## config.mk

```make
export PLATFORM = sky130hd
export DESIGN_NAME = cpm_top
export DESIGN_NICKNAME = d
export VERILOG_FILES = /design/src/inc/cpm_pkg.sv /design/src/inc/cpm_lfo_if.sv /design/src/rtl/cpm_top.sv /design/src/rtl/cpm_lfo.sv
export VERILOG_INCLUDE_DIRS = /design/src /design/src/inc
export SDC_FILE = /design/constraint.sdc
export NUM_CORES = 1
export LEC_CHECK = 0
export BUFFER_PORTS_ARGS = -buffer_cell sky130_fd_sc_hd__buf_2
export CAP_MARGIN = 40
export CELL_PAD_IN_SITES_DETAIL_PLACEMENT = 1
export CELL_PAD_IN_SITES_GLOBAL_PLACEMENT = 1
export CORE_ASPECT_RATIO = 0.8
export CORE_MARGIN = 2
export CORE_UTILIZATION = 48
export DETAILED_ROUTE_END_ITERATION = 8
export HOLD_SLACK_MARGIN = 0.12
export PLACE_DENSITY_LB_ADDON = 0.1
export SLEW_MARGIN = 0
export SYNTH_ARGS = -nofsm -noshare
export SYNTH_HDL_FRONTEND = slang
export SYNTH_HIERARCHICAL = 1
export SYNTH_SLANG_ARGS = --single-unit
```

## constraint.sdc

```tcl
create_clock -name clk_i -period 5.85 [get_ports clk_i]
set_input_delay 1.17 -clock clk_i [delete_from_list [all_inputs] [get_ports clk_i]]
set_output_delay 1.17 -clock clk_i [all_outputs]
set_load 0.01 [all_outputs]
```

## src/inc/cpm_defines.svh

```systemverilog
// constants of the clock and power-mode control block
// assumes a 10 MHz system clock and an 8-bit register port
`ifndef CPM_DEFINES_SVH
`define CPM_DEFINES_SVH
`define CPM_A_CMD     8'h00
`define CPM_A_CTRL    8'h01
`define CPM_A_CLKO    8'h02
`define CPM_A_FB      8'h03
`define CPM_A_OUT     8'h04
`define CPM_A_TRIM    8'h05
`define CPM_A_LCTL    8'h06
`define CPM_A_WUC     8'h07
`define CPM_A_STAT    8'h08
`define CPM_CMD_STBY  7
`define CPM_LCTL_GO   0
`define CPM_LCTL_WUC  1
`define CPM_LCTL_AUTO 2
`define CPM_STAT_WAKE 2
`define CPM_FB_23     8'h17
`define CPM_FB_27     8'h1b
`define CPM_FB_28     8'h1c
`define CPM_RST_FB    8'h17
`define CPM_RST_OUT   8'h4e
`define CPM_RST_TRIM  8'h80
`define CPM_RST_WUC   8'h10
`define CPM_NOT_READY 8'hff
`define CPM_CLK_MHZ   10
`define CPM_PDN_US    10
`define CPM_PDN_CYC   (`CPM_PDN_US * `CPM_CLK_MHZ)
`define CPM_STBY_US   15
`define CPM_STBY_CYC  (`CPM_STBY_US * `CPM_CLK_MHZ)
`define CPM_PWRUP_US  2500
`define CPM_PWRUP_CYC (`CPM_PWRUP_US * `CPM_CLK_MHZ)
`define CPM_LFO_HZ    16000
`define CPM_TRIM_PER  8
`define CPM_TRIM_TGT  ((`CPM_CLK_MHZ * 1000000 / `CPM_LFO_HZ) * `CPM_TRIM_PER)
`endif

```

## src/inc/cpm_pkg.sv

```systemverilog
// types of the clock and power-mode control block
// assumes cpm_defines.svh for all numbers
package cpm_pkg;
  typedef enum logic [3:0] {
    PS_OFF  = 4'h1,
    PS_BOOT = 4'h2,
    PS_RUN  = 4'h4,
    PS_STBY = 4'h8
  } cpm_pwr_t;
  typedef enum logic [2:0] {
    TS_IDLE = 3'h1,
    TS_SYNC = 3'h2,
    TS_MEAS = 3'h4
  } cpm_trim_t;
  typedef struct packed {
    cpm_pwr_t    pwr;
    logic        pdn_s1;
    logic        pdn_s2;
    logic [7:0]  pdn_cnt;
    logic [15:0] boot_cnt;
    logic [7:0]  cmd;
    logic        modem_off;
    logic        clk_en;
    logic [7:0]  fb;
    logic [7:0]  dout;
    logic [1:0]  lctl;
    logic [7:0]  wuc_rel;
    logic        wake_flag;
    logic [7:0]  rdata;
  } cpm_top_st_t;
  typedef struct packed {
    logic        l1;
    logic        l2;
    logic        l3;
    cpm_trim_t   st;
    logic [3:0]  per;
    logic [15:0] ref_cnt;
    logic [7:0]  trim;
    logic [7:0]  wakeup_counter;
    logic        wake;
  } cpm_lfo_st_t;
endpackage

```

## src/inc/cpm_lfo_if.sv

```systemverilog
// link between power control and the low-frequency oscillator logic
// assumes both ends on clk_i
`timescale 1ns/1ns
interface cpm_lfo_if;
  logic       run;
  logic       trim_go;
  logic       trim_wr;
  logic [7:0] trim_wr_val;
  logic [7:0] trim;
  logic       busy;
  logic       wuc_en;
  logic [7:0] wuc_reload;
  logic       wake;
  modport ctl (output run, trim_go, trim_wr, trim_wr_val, wuc_en, wuc_reload,
               input trim, busy, wake);
  modport lfo (input run, trim_go, trim_wr, trim_wr_val, wuc_en, wuc_reload,
               output trim, busy, wake);
endinterface

```

## src/rtl/cpm_top.sv

```systemverilog
// clock and power-mode control: pll settings, power states, register port
// assumes an 8-bit register port on clk_i and asynchronous pins
`timescale 1ns/1ns
`include "cpm_defines.svh"
module cpm_top #(
  parameter int PWRUP_CYC   = `CPM_PWRUP_CYC,
  parameter int TRIM_TARGET = `CPM_TRIM_TGT
) (
  // clock and reset
  input  wire logic       clk_i,
  input  wire logic       rst_i,
  // register port
  input  wire logic [7:0] addr_i,
  input  wire logic [7:0] wdata_i,
  input  wire logic       we_i,
  input  wire logic       re_i,
  output logic      [7:0] rdata_o,
  // pins
  input  wire logic       power_down_pin_i,
  input  wire logic       lfo_clk_i,
  output logic            clock_output_pin_oe_o,
  // pll settings
  output logic      [7:0] feedback_ratio_o,
  output logic      [7:0] output_ratio_o,
  output logic      [7:0] lfo_trim_o,
  // analog and pad controls
  output logic            core_reg_on_o,
  output logic            osc_on_o,
  output logic            reg_stby_o,
  output logic            sinks_on_o,
  output logic            in_clamp_o,
  output logic            out_hiz_o,
  output logic            out_hold_o,
  output logic            tx_on_o,
  output logic            rx_on_o,
  output logic            rf_clk_en_o,
  output logic            ready_o
);
  import cpm_pkg::*;

  localparam cpm_top_st_t RST = '{
    pwr:     PS_OFF,
    fb:      `CPM_RST_FB,
    dout:    `CPM_RST_OUT,
    wuc_rel: `CPM_RST_WUC,
    default: '0
  };

  cpm_top_st_t q;
  cpm_top_st_t n;
  cpm_lfo_if   lnk ();
  logic        off_w;
  logic        stby_w;
  logic        run_w;
  logic        boot_w;
  logic        trip_w;
  logic        wr_w;

  function automatic logic fb_legal(input logic [7:0] v);
    fb_legal = (v == `CPM_FB_23) || (v == `CPM_FB_27) || (v == `CPM_FB_28);
  endfunction

  assign off_w  = (q.pwr == PS_OFF);
  assign stby_w = (q.pwr == PS_STBY);
  assign run_w  = (q.pwr == PS_RUN);
  assign boot_w = (q.pwr == PS_BOOT);
  // pin held high long enough to start the internal reset
  assign trip_w = q.pdn_s2 && (q.pdn_cnt == 8'(`CPM_PDN_CYC - 1));
  // clamped inputs ignore the port while powered down
  assign wr_w   = we_i && !off_w;

  always_comb
  begin
    n         = q;
    n.pdn_s1  = power_down_pin_i;
    n.pdn_s2  = q.pdn_s1;
    n.rdata   = 8'h00;
    if (!q.pdn_s2)
      n.pdn_cnt = 8'h00;
    else if (q.pdn_cnt != 8'(`CPM_PDN_CYC - 1))
      n.pdn_cnt = q.pdn_cnt + 8'h01;

    // register writes
    if (wr_w)
    begin
      unique case (addr_i)
        `CPM_A_CMD:  n.cmd = wdata_i;
        `CPM_A_CTRL: n.modem_off = wdata_i[0];
        `CPM_A_CLKO: n.clk_en = wdata_i[0];
        `CPM_A_FB:
          if (fb_legal(wdata_i))
            n.fb = wdata_i;
        `CPM_A_OUT:
          if (wdata_i != 8'h00)
            n.dout = wdata_i;
        `CPM_A_LCTL: n.lctl = wdata_i[`CPM_LCTL_AUTO:`CPM_LCTL_WUC];
        `CPM_A_WUC:  n.wuc_rel = wdata_i;
        `CPM_A_STAT:
          if (wdata_i[`CPM_STAT_WAKE])
            n.wake_flag = 1'b0;
        default: n.cmd = q.cmd;
      endcase
    end
    // a wake in the clearing cycle is kept
    if (lnk.wake)
      n.wake_flag = 1'b1;
    // timed wake from standby clears the request bit
    if (stby_w && lnk.wake && q.lctl[1])
      n.cmd[`CPM_CMD_STBY] = 1'b0;

    // register reads, data stand in the next cycle
    if (re_i && !off_w)
    begin
      unique case (addr_i)
        `CPM_A_CMD:  n.rdata = boot_w ? `CPM_NOT_READY : q.cmd;
        `CPM_A_CTRL: n.rdata = {7'h00, q.modem_off};
        `CPM_A_CLKO: n.rdata = {7'h00, q.clk_en};
        `CPM_A_FB:   n.rdata = q.fb;
        `CPM_A_OUT:  n.rdata = q.dout;
        `CPM_A_TRIM: n.rdata = lnk.trim;
        `CPM_A_LCTL: n.rdata = {5'h00, q.lctl, lnk.busy};
        `CPM_A_WUC:  n.rdata = q.wuc_rel;
        `CPM_A_STAT: n.rdata = {4'h0, stby_w, q.wake_flag, lnk.busy, run_w};
        default:     n.rdata = 8'h00;
      endcase
    end

    // power states
    unique case (q.pwr)
      PS_OFF:
        if (!q.pdn_s2)
        begin
          n.pwr      = PS_BOOT;
          n.boot_cnt = 16'(PWRUP_CYC - 1);
        end
      PS_BOOT:
        if (q.boot_cnt == 16'h0000)
          n.pwr = n.cmd[`CPM_CMD_STBY] ? PS_STBY : PS_RUN;
        else
          n.boot_cnt = q.boot_cnt - 16'h0001;
      PS_RUN:
        if (n.cmd[`CPM_CMD_STBY])
          n.pwr = PS_STBY;
      PS_STBY:
        if (!n.cmd[`CPM_CMD_STBY])
        begin
          n.pwr      = PS_BOOT;
          n.boot_cnt = 16'(`CPM_STBY_CYC - 1);
        end
    endcase

    // hard power-down: full reset of the register file
    if (off_w || trip_w)
    begin
      n         = RST;
      n.pdn_s1  = power_down_pin_i;
      n.pdn_s2  = q.pdn_s1;
      n.pdn_cnt = q.pdn_cnt;
      if (off_w && !q.pdn_s2)
      begin
        n.pwr      = PS_BOOT;
        n.boot_cnt = 16'(PWRUP_CYC - 1);
      end
    end
  end

  always_ff @(posedge clk_i)
  begin
    if (rst_i)
      q <= RST;
    else
      q <= n;
  end

  // oscillator link
  assign lnk.run         = !off_w;
  assign lnk.trim_go     = wr_w && (addr_i == `CPM_A_LCTL) && wdata_i[`CPM_LCTL_GO];
  assign lnk.trim_wr     = wr_w && (addr_i == `CPM_A_TRIM);
  assign lnk.trim_wr_val = wdata_i;
  assign lnk.wuc_en      = q.lctl[0];
  assign lnk.wuc_reload  = q.wuc_rel;

  cpm_lfo #(
    .TRIM_TARGET (TRIM_TARGET)
  ) u_lfo (
    .clk_i     (clk_i),
    .rst_i     (rst_i),
    .lfo_clk_i (lfo_clk_i),
    .lnk       (lnk)
  );

  // outputs
  assign rdata_o               = q.rdata;
  assign feedback_ratio_o      = q.fb;
  assign output_ratio_o        = q.dout;
  assign lfo_trim_o            = lnk.trim;
  assign clock_output_pin_oe_o = q.clk_en && !off_w;
  assign core_reg_on_o         = !off_w;
  assign osc_on_o              = !off_w;
  assign in_clamp_o            = off_w;
  assign out_hiz_o             = off_w;
  assign reg_stby_o            = stby_w;
  assign sinks_on_o            = !off_w && !stby_w;
  assign out_hold_o            = stby_w;
  assign tx_on_o               = run_w && !q.modem_off;
  assign rx_on_o               = run_w && !q.modem_off;
  assign rf_clk_en_o           = run_w;
  assign ready_o               = run_w;

  a_pdn_filter: assert property (@(posedge clk_i) disable iff (rst_i)
    $rose(off_w) |-> $past(q.pdn_s2) && $past(q.pdn_cnt) == 8'(`CPM_PDN_CYC - 1))
    else $error("power-down entered before pin held long enough");
  a_off_pins: assert property (@(posedge clk_i) disable iff (rst_i)
    off_w |-> !core_reg_on_o && !osc_on_o && in_clamp_o && out_hiz_o && !clock_output_pin_oe_o)
    else $error("pads or regulators active in power-down");
  a_off_reset: assert property (@(posedge clk_i) disable iff (rst_i)
    off_w |-> q.cmd == 8'h00 && q.fb == `CPM_RST_FB && q.dout == `CPM_RST_OUT && !q.clk_en)
    else $error("register kept its value in power-down");
  a_off_leave: assert property (@(posedge clk_i) disable iff (rst_i)
    off_w && !q.pdn_s2 |=> boot_w && q.boot_cnt == 16'(PWRUP_CYC - 1))
    else $error("start-up not begun after pin release");
  a_stby_enter: assert property (@(posedge clk_i) disable iff (rst_i)
    run_w && we_i && addr_i == `CPM_A_CMD && wdata_i[`CPM_CMD_STBY] && !trip_w |=> stby_w && !sinks_on_o)
    else $error("standby not entered at once");
  a_stby_pads: assert property (@(posedge clk_i) disable iff (rst_i)
    stby_w |-> out_hold_o && !in_clamp_o && !out_hiz_o)
    else $error("pads not held in standby");
  a_stby_keep: assert property (@(posedge clk_i) disable iff (rst_i)
    stby_w && !we_i && !trip_w |=> $stable(q.fb) && $stable(q.dout) && $stable(q.clk_en))
    else $error("configuration changed in standby");
  a_stby_wake: assert property (@(posedge clk_i) disable iff (rst_i)
    stby_w && we_i && addr_i == `CPM_A_CMD && !wdata_i[`CPM_CMD_STBY] && !trip_w |=>
      boot_w && q.boot_cnt == 16'(`CPM_STBY_CYC - 1))
    else $error("start-up not triggered by standby clear");
  a_boot_read: assert property (@(posedge clk_i) disable iff (rst_i)
    boot_w && re_i && addr_i == `CPM_A_CMD && !trip_w |=> rdata_o == `CPM_NOT_READY)
    else $error("command register returned during start-up");
  a_modem_off: assert property (@(posedge clk_i) disable iff (rst_i)
    run_w |-> (tx_on_o == !q.modem_off) && (rx_on_o == !q.modem_off))
    else $error("modem state differs from disable bit");
  a_fb_legal: assert property (@(posedge clk_i) disable iff (rst_i)
    fb_legal(feedback_ratio_o) && output_ratio_o != 8'h00)
    else $error("illegal divider setting");
  a_clk_out: assert property (@(posedge clk_i) disable iff (rst_i)
    clock_output_pin_oe_o |-> q.clk_en)
    else $error("clock output driven while disabled");

  // power-down pin filter and full reset
  a_pdn_clear: assert property (@(posedge clk_i) disable iff (rst_i)
    !q.pdn_s2 && !off_w |=> q.pdn_cnt == 8'h00)
    else $error("power-down filter not cleared by low pin");
  a_pdn_count: assert property (@(posedge clk_i) disable iff (rst_i)
    q.pdn_s2 && !off_w && !trip_w |=> q.pdn_cnt == $past(q.pdn_cnt) + 8'h01)
    else $error("power-down filter skipped a sample");
  a_off_stay: assert property (@(posedge clk_i) disable iff (rst_i)
    off_w && q.pdn_s2 |=> off_w)
    else $error("power-down left while pin high");
  a_off_quiet: assert property (@(posedge clk_i) disable iff (rst_i)
    off_w |=> rdata_o == 8'h00)
    else $error("read data returned in power-down");
  a_lfo_off: assert property (@(posedge clk_i) disable iff (rst_i)
    off_w |=> !lnk.busy && !lnk.wake)
    else $error("oscillator logic active in power-down");
  a_trip_regs: assert property (@(posedge clk_i) disable iff (rst_i)
    trip_w |=> off_w && q.cmd == 8'h00 && q.lctl == 2'h0 && q.wuc_rel == `CPM_RST_WUC && !q.wake_flag)
    else $error("register kept on power-down entry");
  a_trip_lfo: assert property (@(posedge clk_i) disable iff (rst_i)
    trip_w |-> ##2 lnk.trim == `CPM_RST_TRIM && !lnk.busy)
    else $error("trim kept in power-down");

  // start-up sequence and ready reads
  a_boot_count: assert property (@(posedge clk_i) disable iff (rst_i)
    boot_w && q.boot_cnt != 16'h0000 && !trip_w |=> boot_w && q.boot_cnt == $past(q.boot_cnt) - 16'h0001)
    else $error("start-up counter skipped a step");
  a_boot_done: assert property (@(posedge clk_i) disable iff (rst_i)
    boot_w && q.boot_cnt == 16'h0000 && !trip_w |=> run_w || stby_w)
    else $error("start-up did not finish on time");
  a_run_pads: assert property (@(posedge clk_i) disable iff (rst_i)
    run_w |-> !in_clamp_o && !out_hiz_o && !out_hold_o && sinks_on_o && core_reg_on_o)
    else $error("pads not released in full operation");
  a_ready_read: assert property (@(posedge clk_i) disable iff (rst_i)
    run_w && re_i && addr_i == `CPM_A_CMD && !trip_w |=> rdata_o == $past(q.cmd))
    else $error("command register not returned when ready");
  a_read_once: assert property (@(posedge clk_i) disable iff (rst_i)
    !re_i |=> rdata_o == 8'h00)
    else $error("read data stood too long");
  a_rf_idle: assert property (@(posedge clk_i) disable iff (rst_i)
    !run_w |-> !rf_clk_en_o && !tx_on_o && !rx_on_o && !ready_o)
    else $error("time base on outside full operation");

  // divider and enable registers
  a_fb_refuse: assert property (@(posedge clk_i) disable iff (rst_i)
    we_i && addr_i == `CPM_A_FB && !fb_legal(wdata_i) && !trip_w |=> $stable(q.fb))
    else $error("illegal feedback ratio taken");
  a_fb_take: assert property (@(posedge clk_i) disable iff (rst_i)
    wr_w && addr_i == `CPM_A_FB && fb_legal(wdata_i) && !trip_w |=> q.fb == $past(wdata_i))
    else $error("legal feedback ratio not taken");
  a_out_refuse: assert property (@(posedge clk_i) disable iff (rst_i)
    we_i && addr_i == `CPM_A_OUT && wdata_i == 8'h00 && !trip_w |=> $stable(q.dout))
    else $error("zero output ratio taken");
  a_out_take: assert property (@(posedge clk_i) disable iff (rst_i)
    wr_w && addr_i == `CPM_A_OUT && wdata_i != 8'h00 && !trip_w |=> q.dout == $past(wdata_i))
    else $error("output ratio not taken");
  a_clk_write: assert property (@(posedge clk_i) disable iff (rst_i)
    wr_w && addr_i == `CPM_A_CLKO && !trip_w |=> clock_output_pin_oe_o == $past(wdata_i[0]))
    else $error("clock output drive differs from enable write");
  a_modem_write: assert property (@(posedge clk_i) disable iff (rst_i)
    run_w && wr_w && addr_i == `CPM_A_CTRL && !trip_w |=> tx_on_o == !$past(wdata_i[0]) && rx_on_o == tx_on_o)
    else $error("modem state differs from disable write");

  // standby and timed wake
  a_stby_supply: assert property (@(posedge clk_i) disable iff (rst_i)
    stby_w |-> reg_stby_o && !sinks_on_o && core_reg_on_o && !ready_o)
    else $error("supplies not in standby");
  a_stby_hold: assert property (@(posedge clk_i) disable iff (rst_i)
    stby_w && !we_i && !trip_w |=> $stable(clock_output_pin_oe_o) && $stable(q.modem_off))
    else $error("outputs changed in standby");
  a_stby_cmd: assert property (@(posedge clk_i) disable iff (rst_i)
    stby_w && !we_i && !trip_w && !lnk.wake |=> stby_w && $stable(q.cmd))
    else $error("command register changed in standby");
  a_auto_wake: assert property (@(posedge clk_i) disable iff (rst_i)
    stby_w && lnk.wake && q.lctl[1] && !trip_w |=> boot_w)
    else $error("timed wake did not start up");
  a_wake_flag: assert property (@(posedge clk_i) disable iff (rst_i)
    lnk.wake && !off_w && !trip_w |=> q.wake_flag)
    else $error("wake not flagged");
  a_wake_keep: assert property (@(posedge clk_i) disable iff (rst_i)
    q.wake_flag && !off_w && !trip_w && !(wr_w && addr_i == `CPM_A_STAT) |=> q.wake_flag)
    else $error("wake flag lost without clear");

  // oscillator link
  a_trim_start: assert property (@(posedge clk_i) disable iff (rst_i)
    lnk.trim_go && !lnk.busy && !trip_w |=> lnk.busy)
    else $error("trim not started");
  a_trim_load: assert property (@(posedge clk_i) disable iff (rst_i)
    lnk.trim_wr && !lnk.busy |=> lnk.trim == $past(lnk.trim_wr_val))
    else $error("trim write not taken");
  a_wuc_quiet: assert property (@(posedge clk_i) disable iff (rst_i)
    !$past(lnk.wuc_en) |-> !lnk.wake)
    else $error("wake while counter disabled");
endmodule

```

## src/rtl/cpm_lfo.sv

```systemverilog
// low-frequency oscillator trim machine and wake-up counter
// assumes lfo_clk_i is an asynchronous pin from the oscillator
`timescale 1ns/1ns
`include "cpm_defines.svh"
module cpm_lfo #(
  parameter int TRIM_TARGET = `CPM_TRIM_TGT,
  parameter int TRIM_PER    = `CPM_TRIM_PER
) (
  // clock and reset
  input  wire logic clk_i,
  input  wire logic rst_i,
  // oscillator pin
  input  wire logic lfo_clk_i,
  // control link
  cpm_lfo_if.lfo    lnk
);
  import cpm_pkg::*;
  localparam cpm_lfo_st_t RST = '{st: TS_IDLE, trim: `CPM_RST_TRIM, wakeup_counter: `CPM_RST_WUC, default: '0};
  cpm_lfo_st_t q;
  cpm_lfo_st_t n;
  logic        edge_w;

  assign edge_w = q.l2 & ~q.l3;

  always_comb
  begin
    n      = q;
    n.l1   = lfo_clk_i;
    n.l2   = q.l1;
    n.l3   = q.l2;
    n.wake = 1'b0;
    if (lnk.trim_wr)
      n.trim = lnk.trim_wr_val;
    // trim: count reference cycles across several lfo periods
    unique case (q.st)
      TS_IDLE: if (lnk.trim_go) n.st = TS_SYNC;
      TS_SYNC:
        if (edge_w)
        begin
          n.st      = TS_MEAS;
          n.per     = 4'h0;
          // the closing cycle counts too, so a true period matches the target
          n.ref_cnt = 16'h0001;
        end
      TS_MEAS:
      begin
        if (q.ref_cnt != 16'hffff)
          n.ref_cnt = q.ref_cnt + 16'h0001;
        if (edge_w)
        begin
          n.per = q.per + 4'h1;
          if (q.per == 4'(TRIM_PER - 1))
          begin
            n.st = TS_IDLE;
            if (q.ref_cnt > 16'(TRIM_TARGET) && q.trim != 8'hff)
              n.trim = q.trim + 8'h01;
            else if (q.ref_cnt < 16'(TRIM_TARGET) && q.trim != 8'h00)
              n.trim = q.trim - 8'h01;
          end
        end
      end
    endcase
    // periodic wake from the low-frequency clock
    if (!lnk.wuc_en)
      n.wakeup_counter = lnk.wuc_reload;
    else if (edge_w)
    begin
      if (q.wakeup_counter == 8'h00)
      begin
        n.wakeup_counter  = lnk.wuc_reload;
        n.wake = 1'b1;
      end
      else
        n.wakeup_counter = q.wakeup_counter - 8'h01;
    end
    if (!lnk.run)
      n = '{l1: n.l1, l2: n.l2, l3: n.l3, st: TS_IDLE, trim: `CPM_RST_TRIM, wakeup_counter: `CPM_RST_WUC, default: '0};
  end

  always_ff @(posedge clk_i)
  begin
    if (rst_i)
      q <= RST;
    else
      q <= n;
  end

  assign lnk.trim = q.trim;
  assign lnk.busy = (q.st != TS_IDLE);
  assign lnk.wake = q.wake;

  a_trim_step: assert property (@(posedge clk_i) disable iff (rst_i)
    $fell(lnk.busy) && $past(lnk.run) && !$past(lnk.trim_wr) |->
      (q.trim - $past(q.trim)) inside {8'h00, 8'h01, 8'hff})
    else $error("trim moved more than one step");
  a_wuc_wake: assert property (@(posedge clk_i) disable iff (rst_i)
    q.wake |-> $past(edge_w) && $past(q.wakeup_counter) == 8'h00 && $past(lnk.wuc_en))
    else $error("wake without counter expiry");
endmodule

```

# ---- Yosys cells after proc, flatten, opt, wreduce, memory -nomap -nowiden
# Cells that the tools add are included.
dict set report word_totals {
  reg_bits 118
  out_inout_bits 44
  word_cells 173
}
dict set report op_classes {
  n_addsub 7
  n_lt_le_gt_ge 2
  eq_ne 36
  muxes 49
  n_bitwise 6
  n_reduce_logical 49
}
# operator count
set op_table {}
lappend op_table {{$mux 8} 18}
lappend op_table {{$mux 75} 1}
lappend op_table {{$pmux 8 s9} 1}
lappend op_table {{$mux 16} 4}
lappend op_table {{$pmux 16 s3} 1}
lappend op_table {{$pmux 20 s2} 1}
lappend op_table {{$mux 37} 1}
lappend op_table {{$eq 8x3->1 const B} 4}
lappend op_table {{$eq 8x5->1 const B} 3}
lappend op_table {{$mux 23} 1}
lappend op_table {{$mux 4} 5}
lappend op_table {{$add 16x1->16 const B} 1}
lappend op_table {{$add 8x1->8 const B} 2}
lappend op_table {{$eq 8x2->1 const B} 2}
lappend op_table {{$gt 16x13->1 const B} 1}
lappend op_table {{$logic_not 16->1} 1}
lappend op_table {{$logic_not 8->1} 2}
lappend op_table {{$lt 16x13->1 const B} 1}
lappend op_table {{$ne 16x16->1 const B} 1}
lappend op_table {{$pmux 4 s4} 1}
lappend op_table {{$reduce_bool 8->1} 2}
lappend op_table {{$sub 16x1->16 const B} 1}
lappend op_table {{$sub 8x1->8 const B} 2}
lappend op_table {{$mux 15} 1}
lappend op_table {{other kinds (36)} 91}

# ---- Longest topological paths before layout
# Gate-level depths: netlist of run 1.
dict set report depth {
  depth_word 11
  mapped_depth 9
  mapped_depth_nobuf 8
}

# ---- Hierarchy
# Netlist of run 1, hierarchy kept.
# module n_inst cells_per_inst area_each_um2 seq_area_each_um2
set by_module_without_submodules {}
lappend by_module_without_submodules {cpm_top 1 476 3851.2 1501.4}
lappend by_module_without_submodules {cpm_lfo 1 334 2705.1 860.8}

# ---- Least setup slack after synthesis of run 1
# No wires, ideal clock.
dict set report synth_path {
  kind {input to register}
  from {input addr_i[5]}
  to {register u_lfo.q (netlist bit u_lfo/lnk.trim[1])}
  setup_ps 81
  t_arrival_ps 3415
  t_required_ps 5769
  slack_ps 2355
  path_stages 8
  path_buffers 1
  path_cell_list {or4_4 > nor2_1 > nand3_1 > nor3_1 > clkbuf_1 > mux2i_1 > or3b_1 > a41oi_1}
}
dict set report synth_between {
  elab_chain_cells 8
}
# item line
set synth_rtl {}
lappend synth_rtl {{start, declared} cpm_top.sv:13} ;# input wire logic [7:0] addr_i,
lappend synth_rtl {{$eq 8x3->1 *} -}
lappend synth_rtl {{$logic_and 1x1->1 *} cpm_top.sv:178} ;# assign lnk.trim_wr = wr_w && (addr_i == `CPM_A_TRIM);
lappend synth_rtl {{net lnk.trim_wr} cpm_lfo_if.sv:7} ;# logic trim_wr;
lappend synth_rtl {{$mux 8 *} cpm_lfo.sv:32} ;# if (lnk.trim_wr)
lappend synth_rtl {{$mux 8} cpm_lfo.sv:57} ;# else if (q.ref_cnt < 16'(TRIM_TARGET) && q.trim != 8'h00)
lappend synth_rtl {{$mux 8} cpm_lfo.sv:55} ;# if (q.ref_cnt > 16'(TRIM_TARGET) && q.trim != 8'hff)
lappend synth_rtl {{$mux 8} cpm_lfo.sv:52} ;# if (q.per == 4'(TRIM_PER - 1))
lappend synth_rtl {{$mux 8} cpm_lfo.sv:49} ;# if (edge_w)
lappend synth_rtl {{$mux 8 *} cpm_lfo.sv:35} ;# unique case (q.st)
lappend synth_rtl {{end signal, assigned} cpm_lfo.sv:85} ;# q <= n;
lappend synth_rtl {{end, declared} cpm_lfo.sv:19} ;# cpm_lfo_st_t q;
# The timed path passes the listed nets; every way through them passes the cells marked *.
# A chain may end at the register's enable or synchronous reset.

==> Flow_metrics.wiki, run 1 <==
{| class="wikitable"
! Metric !! Value
|-
| Synthesized netlist cell count || 810
|-
| Most used cells in the layout excluding fill and tap cells || dfxtp_1, nand2_1, a21oi_1
|-
| Yosys top cell area share || 36.0%
|-
| Count of inserted antenna diode cells || 0
|-
| Syn_nets || about 840
|-
| Slew Limit Fails || 0
|-
| Kind of end point of the critical path || flop
|-
| Clock sinks || ~120
|-
| Fraction of registers with async set/reset || 0%
|-
| Number of flops mapped to enable cells by yosys || 0
|-
| Reg2reg end || q[56]
|-
| Initial Utilization || around 49%
|-
| Area growth from synthesis to final layout || 11.0%
|-
| Synthesis Warnings || 6
|-
| Antenna violations before repair || 0
|-
| Prevailing post-synth register cell || dfxtp_1
|-
| Cell area power density || approximately 340 nW/um^2
|-
| Height of the die || 109 um
|-
| Endpoints failing hold || 0
|-
| Clock tree from TritonCTS || built
|-
| Termination of the worst setup path || q[56]
|-
| Most common cell after layout, fill and taps aside || dfxtp_1
|-
| Fraction of power consumed by the clock network || between 40% and 50%
|-
| Logic depth of the worst register-to-register path || 7
|-
| Final min period || 3440 ps
|-
| Post-synthesis compound-gate area fraction || roughly a fifth
|-
| Headroom to the max-slew limit || between 30% and 40%
|-
| Critical path data required time || 6170 ps
|-
| Total clock buffers created by CTS || 17
|-
| Max Clk Rate || just under 0.3 GHz
|-
| Int Power || 1660 uW
|-
| Final HPWL DP || 14200 um
|-
| CP max FO || 22
|-
| Number of search-and-repair iterations in the first detailed-routing pass || 5
|-
| Total routing resource utilization after global routing || 28.1%
|-
| #FFs+latches synth || between 100 and 150
|-
| Wire length of the first global-routing pass || 32000 um
|-
| Final-stage net count || 857
|-
| Post-route clock period utilization || about three fifths
|-
| Max H-tree Level || 4
|-
| Post-synthesis average cell area || 8.09 um^2
|-
| Full die area || ~15000 um^2
|-
| Sequential fraction of design power || 36.2%
|-
| Detail-routed net length per standard cell || around 20 um
|-
| Synthesized area || 6560 um^2
|-
| Multiplexer share of the synthesized area || 4.62%
|-
| Worst reg2reg setup slack || 2500 ps
|-
| Post-route ant nets || 0
|-
| Remaining global-route overflow || 0
|-
| IO buf count || between 60 and 70
|-
| Setup repair after global routing missed its margin || no
|-
| Root Buffer Master || clkbuf_16
|-
| Critical Path Source Type || input pin
|-
| Ports || between 60 and 70
|-
| Reported net switching power || between 800 and 900 uW
|-
| Count of routing violations after the opening detailed-route iteration || about 330
|-
| Number of gates resized after CTS || 0
|-
| Clock-pin slew on the worst setup and hold paths || around 50 ps
|-
| Die Wd || roughly 130 um
|-
| Combinational group share of total power || a little under a quarter
|-
| Area leader, netlist || dfxtp_1
|-
| Kind of critical path || input pin to flop
|-
| Number of setup violations in the final report || 0
|-
| Via Count || 6139
|-
| Share of total power consumed by net switching || between 30% and 40%
|-
| Number of buffers inserted to repair setup after CTS || 0
|-
| First element of the critical path || addr_i[0]
|-
| Maximum number of pins on one net before global-route repair || 30
|-
| Non-filler instance count after layout || between 1000 and 1500
|-
| Pin slew with the least headroom to its limit || approximately 900 ps
|-
| Endpoint arrival time on the critical path || ~3800 ps
|-
| Maximum clock insertion buffer count || 2
|-
| Largest family of logic cells by synthesized area || simple AND/OR/NAND/NOR gates
|-
| Netlist cell types || 84
|-
| Number of global-route vias before repair || 6177
|-
| Type of the worst min-delay path || flop to flop
|-
| Remaining DRCs || 0
|-
| Post-cts hold buffer count || 0
|-
| Number of cells after detailed placement || a little under 1000
|-
| Final total power || about 2500 uW
|-
| Core footprint || around 13000 um^2
|-
| Total negative slack for setup checks || 0 ps
|-
| Post-DR vias/cell || about 6
|-
| Clock latency on the worst-skew pair || 420 ps
|-
| Register area share after synthesis || 36.0%
|-
| Sum of routed wire length over all layers || 20100 um
|-
| Beginning of the worst register-to-register path || q[74]
|-
| Result of the run || completed
|-
| Row count || 38
|-
| Xor/xnor cell area share of the yosys netlist || about 2.4%
|-
| Final RePlAce weighted congestion || 0.901
|-
| Worst setup skew after layout || ~6.0 ps
|-
| Adder-cell area share of the yosys netlist || 1.91%
|-
| Leakage power summed over all cells || ~0.0027 uW
|-
| Share of cells above drive strength 1 || 15.5%
|-
| VDD IR-drop max || approximately 0.00024 V
|-
| Total of max-cap violations || 0
|-
| Top post-synthesis cells by area || dfxtp_1, a21oi_1, nand2_1
|-
| Simple-gate share of the synthesized area || a little over a quarter
|}
[metal layers]
metal	part of all wire (%)	vias to the layer above	track usage [%]	wire length (um)
met5	0	-	0	0
met4	1.6	0	11.3	317
met3	4.0	28	5.49	803
met1	46	3040	35.7	9170
met2	49	134	47.1	9800
li1	-	2937	-	-
[critical path: stages]
cell      delay [ps]
buf_2            240
or4b_4           580
nor4_4           220
mux2i_1          210
o211ai_2         750
nand2_1          230
o32ai_1          350
[logic make-up (layout without fill, tap and decap cells)]
kind of cell / Yosys count / after routing
mux: 29 / 29
compound gates: 200 / 200
buf+inv: 98 / 125
simple gates: 337 / 337
xor+xnor: 18 / 18
flops: 118 / 118
fa+ha+maj: 10 / 10
[metrics by stage]
stage,setup slack [ps],utilization [%],hold WS [ps],area (um^2)
3_3_place_gp,2170,49.7,418,6690
6_report,2410,54.1,440,7280
2_1_floorplan,2350,-,414,6560
5_1_grt,2230,54.1,463,7280
3_5_place_dp,2110,49.9,433,6710
4_1_cts,2440,54.1,445,7280
[power by group through the flow]
stage          Sequential, uW  Combinational [uW]  Clock (uW)
2_1_floorplan             900                 427           0
5_1_grt                   905                 645        1050
6_report                  899                 582        1000
3_5_place_dp              914                 568           0
3_3_place_gp              910                 549           0
4_1_cts                   898                 577        1020
[state kept, by name (all words and copies together), names as in the netlist]
name,cells
rdata_o,8
feedback_ratio_o,8
u_lfo/q,34
output_ratio_o,8
u_lfo/lnk.wake,1
lnk.wuc_en,1
q,42
u_lfo/lnk.trim,8
lnk.wuc_reload,8
[cells in the mapped netlist, drive strengths merged (7+ instances only)]
cell    count
o211ai      9
ha         10
nand2b     11
o31ai      12
and2       10
or4        11
a21oi      70
nand4      16
nand2      93
nand3      32
buf        50
o21ai      45
xor2       14
nor3       27
nor2b      10
nor2       69
or3        14
mux2i      28
clkbuf     27
inv        20
nor4        7
and3       14
dfxtp     118
[area by class of cell]
| class | count | area (um^2) |
|---|---|---|
| clock inverters | 9 | 75.1 |
| well taps | 180 | 225 |
| flip-flops and latches | 118 | 2360 |
| multi-input cells | 594 | 3660 |
| inverters | 21 | 80.1 |
| repair buffers | 73 | 378 |
| fillers | 1627 | 6180 |
| clock buffers | 22 | 494 |
[worst min-delay path by stage]
stage,from,end,slack [ps],depth (start not counted)
global placement,u_lfo/q[42],u_lfo/q[41],420,1
detailed placement,u_lfo/q[42],u_lfo/q[41],430,1
global route,u_lfo/q[42],u_lfo/q[41],460,1
finish,u_lfo/q[42],u_lfo/q[41],440,1
CTS,u_lfo/q[42],u_lfo/q[41],450,1
floorplan,q[70],q[69],410,1
No activity file was read; power rests on OpenSTA's default activity.
==> inputs of run 2 (changes only) <==
CORE_UTILIZATION = 40   (was 48)
clock period = 2.85 ns   (was 5.85 ns; I/O delays follow)
==> run 2 against run 1 <==
Register-to-register slack got worse by 2100 ps; cell area rose by 4.0%; combinational power rose by 130%; critical path depth fell by 3; flip-flop and latch count did not move; first-iteration DRC count fell by 1.2%; clock skew rose by 2.3 ps.
==> Flow_metrics.wiki, run 2 (synthesis results as in run 1) <==
{| class="wikitable"
! Metric !! Value
|-
| Result of the run || completed (unchanged)
|-
| Combinational group share of total power || 25.0% (was 23.4%)
|-
| Area growth from synthesis to final layout || 15.5% (was 11.0%)
|-
| Slew Limit Fails || 0 (unchanged)
|-
| Hold worst-path end || q[70] (was u_lfo/q[41])
|-
| Worst setup skew after layout || 8.26 ps (was 5.98 ps)
|-
| Beginning of the worst register-to-register path || u_lfo/q[17] (was q[74])
|-
| Cell area power density || 713 nW/um^2 (was 341 nW/um^2)
|-
| Biggest register || q (unchanged)
|-
| Sequential fraction of design power || 34.3% (was 36.2%)
|-
| Core footprint || 15900 um^2 (was 13500 um^2)
|-
| Wire length of the first global-routing pass || 34300 um (was 32000 um)
|-
| Total routing resource utilization after global routing || 24.7% (was 28.1%)
|-
| Count of inserted antenna diode cells || 0 (unchanged)
|-
| Number of gates resized after CTS || 0 (unchanged)
|-
| Ports || 66 (unchanged)
|-
| Post-DR vias/cell || 5.81 (was 6.04)
|-
| Endpoint arrival time on the critical path || 1980 ps (was 3760 ps)
|-
| Max H-tree Level || 4 (unchanged)
|-
| Full die area || 17400 um^2 (was 14600 um^2)
|-
| VDD IR-drop max || 0.000544 V (was 0.000243 V)
|-
| Fraction of power consumed by the clock network || 40.7% (was 40.3%)
|-
| Critical path data required time || 2280 ps (was 6170 ps)
|-
| Kind of end point of the critical path || output port (was flop)
|-
| Headroom to the max-slew limit || 42.8% (was 39.7%)
|-
| Pin slew with the least headroom to its limit || 855 ps (was 901 ps)
|-
| Antenna violations before repair || 0 (unchanged)
|-
| Final-stage net count || 883 (was 857)
|-
| Share of total power consumed by net switching || 33.4% (was 33.1%)
|-
| Sum of routed wire length over all layers || 21200 um (was 20100 um)
|-
| Leakage power summed over all cells || 0.00286 uW (was 0.00272 uW)
|-
| Count of routing violations after the opening detailed-route iteration || 328 (was 332)
|-
| Remaining global-route overflow || 0 (unchanged)
|-
| Critical Path Slowest Stage Cell || nor4b_1 (was o211ai_2)
|-
| Post-route clock period utilization || about nine tenths
|-
| Reported net switching power || 1800 uW (was 822 uW)
|-
| Share of cells above drive strength 1 || 18.2% (was 15.5%)
|-
| Cell-by-cell trace of the critical path || nor4b_1 -> buf_4 -> and2_1 -> buf_2 (was buf_2 -> or4b_4 -> nor4_4 -> mux2i_1 -> o211ai_2 -> nand2_1 -> o32ai_1)
|-
| Number of cells after detailed placement || 1047 (was 986)
|-
| Via Count || 6268 (was 6139)
|-
| Kind of critical path || flop to output port (was input pin to flop)
|-
| Largest register FFs || 42 (unchanged)
|-
| Remaining DRCs || 0 (unchanged)
|-
| Root Buffer Master || clkbuf_16 (unchanged)
|-
| Reg2reg end || u_lfo/lnk.trim[6] (was q[56])
|-
| Initial Utilization || 41.2% (was 48.7%)
|-
| Maximum clock insertion buffer count || 2 (unchanged)
|-
| Clock-pin slew on the worst setup and hold paths || 60 ps (was 50 ps)
|-
| Int Power || 3600 uW (was 1660 uW)
|-
| Worst reg2reg setup slack || 380 ps (was 2500 ps)
|-
| Clock tree from TritonCTS || built (unchanged)
|-
| Maximum number of pins on one net before global-route repair || 30 (unchanged)
|-
| Instance count along the most critical hold path || 2 (was 1)
|-
| Number of setup violations in the final report || 0 (unchanged)
|-
| Number of global-route vias before repair || 6376 (was 6177)
|-
| Total of max-cap violations || 0 (unchanged)
|-
| Fill cell count || 1931 (was 1627)
|-
| Critical Path Source Type || flop (was input pin)
|-
| Final HPWL DP || 15500 um (was 14200 um)
|-
| CP max FO || 5 (was 22)
|-
| Non-filler instance count after layout || 1079 (was 1017)
|-
| Most common cell after layout, fill and taps aside || dfxtp_1 (unchanged)
|-
| Clock sinks || 118 (unchanged)
|-
| Total clock buffers created by CTS || 17 (unchanged)
|-
| Post-route ant nets || 0 (unchanged)
|-
| Number of search-and-repair iterations in the first detailed-routing pass || 5 (unchanged)
|-
| Row count || 41 (was 38)
|-
| Endpoints failing hold || 0 (unchanged)
|-
| Height of the die || 119 um (was 109 um)
|-
| Detail-routed net length per standard cell || 19.6 um (was 19.8 um)
|-
| Final RePlAce weighted congestion || 0.830 (was 0.901)
|-
| Logic depth of the worst register-to-register path || 7 (unchanged)
|-
| Number of buffers inserted to repair setup after CTS || 0 (unchanged)
|-
| Delay of the slowest cell on the worst path || 660 ps (was 750 ps)
|-
| Most used cells in the layout excluding fill and tap cells || dfxtp_1, nand2_1, a21oi_1 (unchanged)
|-
| Type of the worst min-delay path || input pin to flop (was flop to flop)
|-
| Worst hold slack || 367 ps (was 440 ps)
|-
| Post-cts hold buffer count || 0 (unchanged)
|-
| Registers with the highest flip-flop counts || q: 42 flops, u_lfo/q: 34 flops (unchanged)
|-
| Startpoint of the worst hold path || power_down_pin_i (was u_lfo/q[42])
|-
| First element of the critical path || q[74] (was addr_i[0])
|-
| IO buf count || 65 (unchanged)
|-
| Setup repair after global routing missed its margin || no (unchanged)
|-
| Max Clk Rate || between 0.3 and 0.4 GHz
|-
| Final min period || approximately 2500 ps
|-
| Die Wd || 147 um (was 135 um)
|-
| Total negative slack for setup checks || 0 ps (unchanged)
|-
| Clock latency on the worst-skew pair || 420 ps (about the same)
|}
==> run 2: changes by cell type in the layout (fill, tap and decap cells not counted) <==
cell / delta
buf_2: -3
clkinv_4: +3
buf_12: +1
inv_6: +2
clkinv_2: -3
clkinvlp_4: +2
clkbuf_8: -5
buf_4: +28
bufinv_16: +2
==> run 2: how the worst max path moves through the flow <==
stage / to / slack, ps / depth (start not counted)
final: tx_on_o / 300 / 4
after global routing: u_lfo/lnk.trim[1] / 220 / 5
after CTS: rx_on_o / 300 / 4
after detailed placement: q[57] / 100 / 8
after global placement: feedback_ratio_o[3] / 180 / 7
after floorplan: u_lfo/lnk.trim[1] / 150 / 8
==> run 2: layout make-up <==
type,instances,area (um^2),area share (%)
Tap cell,215,269,3.55
Inverter,21,80.1,1.06
Multi-Input combinational cell,594,3660,48.4
Clock inverter,15,179,2.36
Timing Repair Buffer,99,593,7.83
Clock buffer,17,425,5.62
Sequential cell,118,2360,31.2
==> run 2: through the flow <==
step | instance area [um^2] | setup slack, ps | power (uW) | util (%)
floorplan | 6560 | 146 | 2720 | -
global placement | 6970 | 181 | 3160 | 43.8
detailed placement | 6970 | 98.0 | 3220 | 43.8
CTS | 7570 | 304 | 5430 | 47.6
global route | 7570 | 223 | 5670 | 47.6
finish | 7570 | 303 | 5400 | 47.6
==> run 2: worst max-delay path: cells and delay by family, from the launching register on <==
| family | cells | cell delay [ps] |
|---|---|---|
| and+or+nand+nor | 2 | 810 |
| buffers and inverters | 2 | 400 |
| DFF | 1 | 350 |
==> run 2: metal layers <==
| layer | track usage (%) | vias to the layer above | wire (um) |
|---|---|---|---|
| met5 | 0 | - | 0 |
| met4 | 8.05 | 0 | 405 |
| met3 | 4.48 | 33 | 836 |
| met2 | 41.2 | 133 | 10100 |
| met1 | 32.5 | 3115 | 9830 |
| li1 | - | 2987 | - |
==> run 2: power by group through the flow <==
stage / combinational [uW] / clock (uW) / sequential (uW)
after floorplan: 876 / 0 / 1850
after global placement: 1290 / 0 / 1870
after detailed placement: 1340 / 0 / 1880
after CTS: 1350 / 2230 / 1850
after global routing: 1490 / 2320 / 1860
final: 1350 / 2200 / 1850
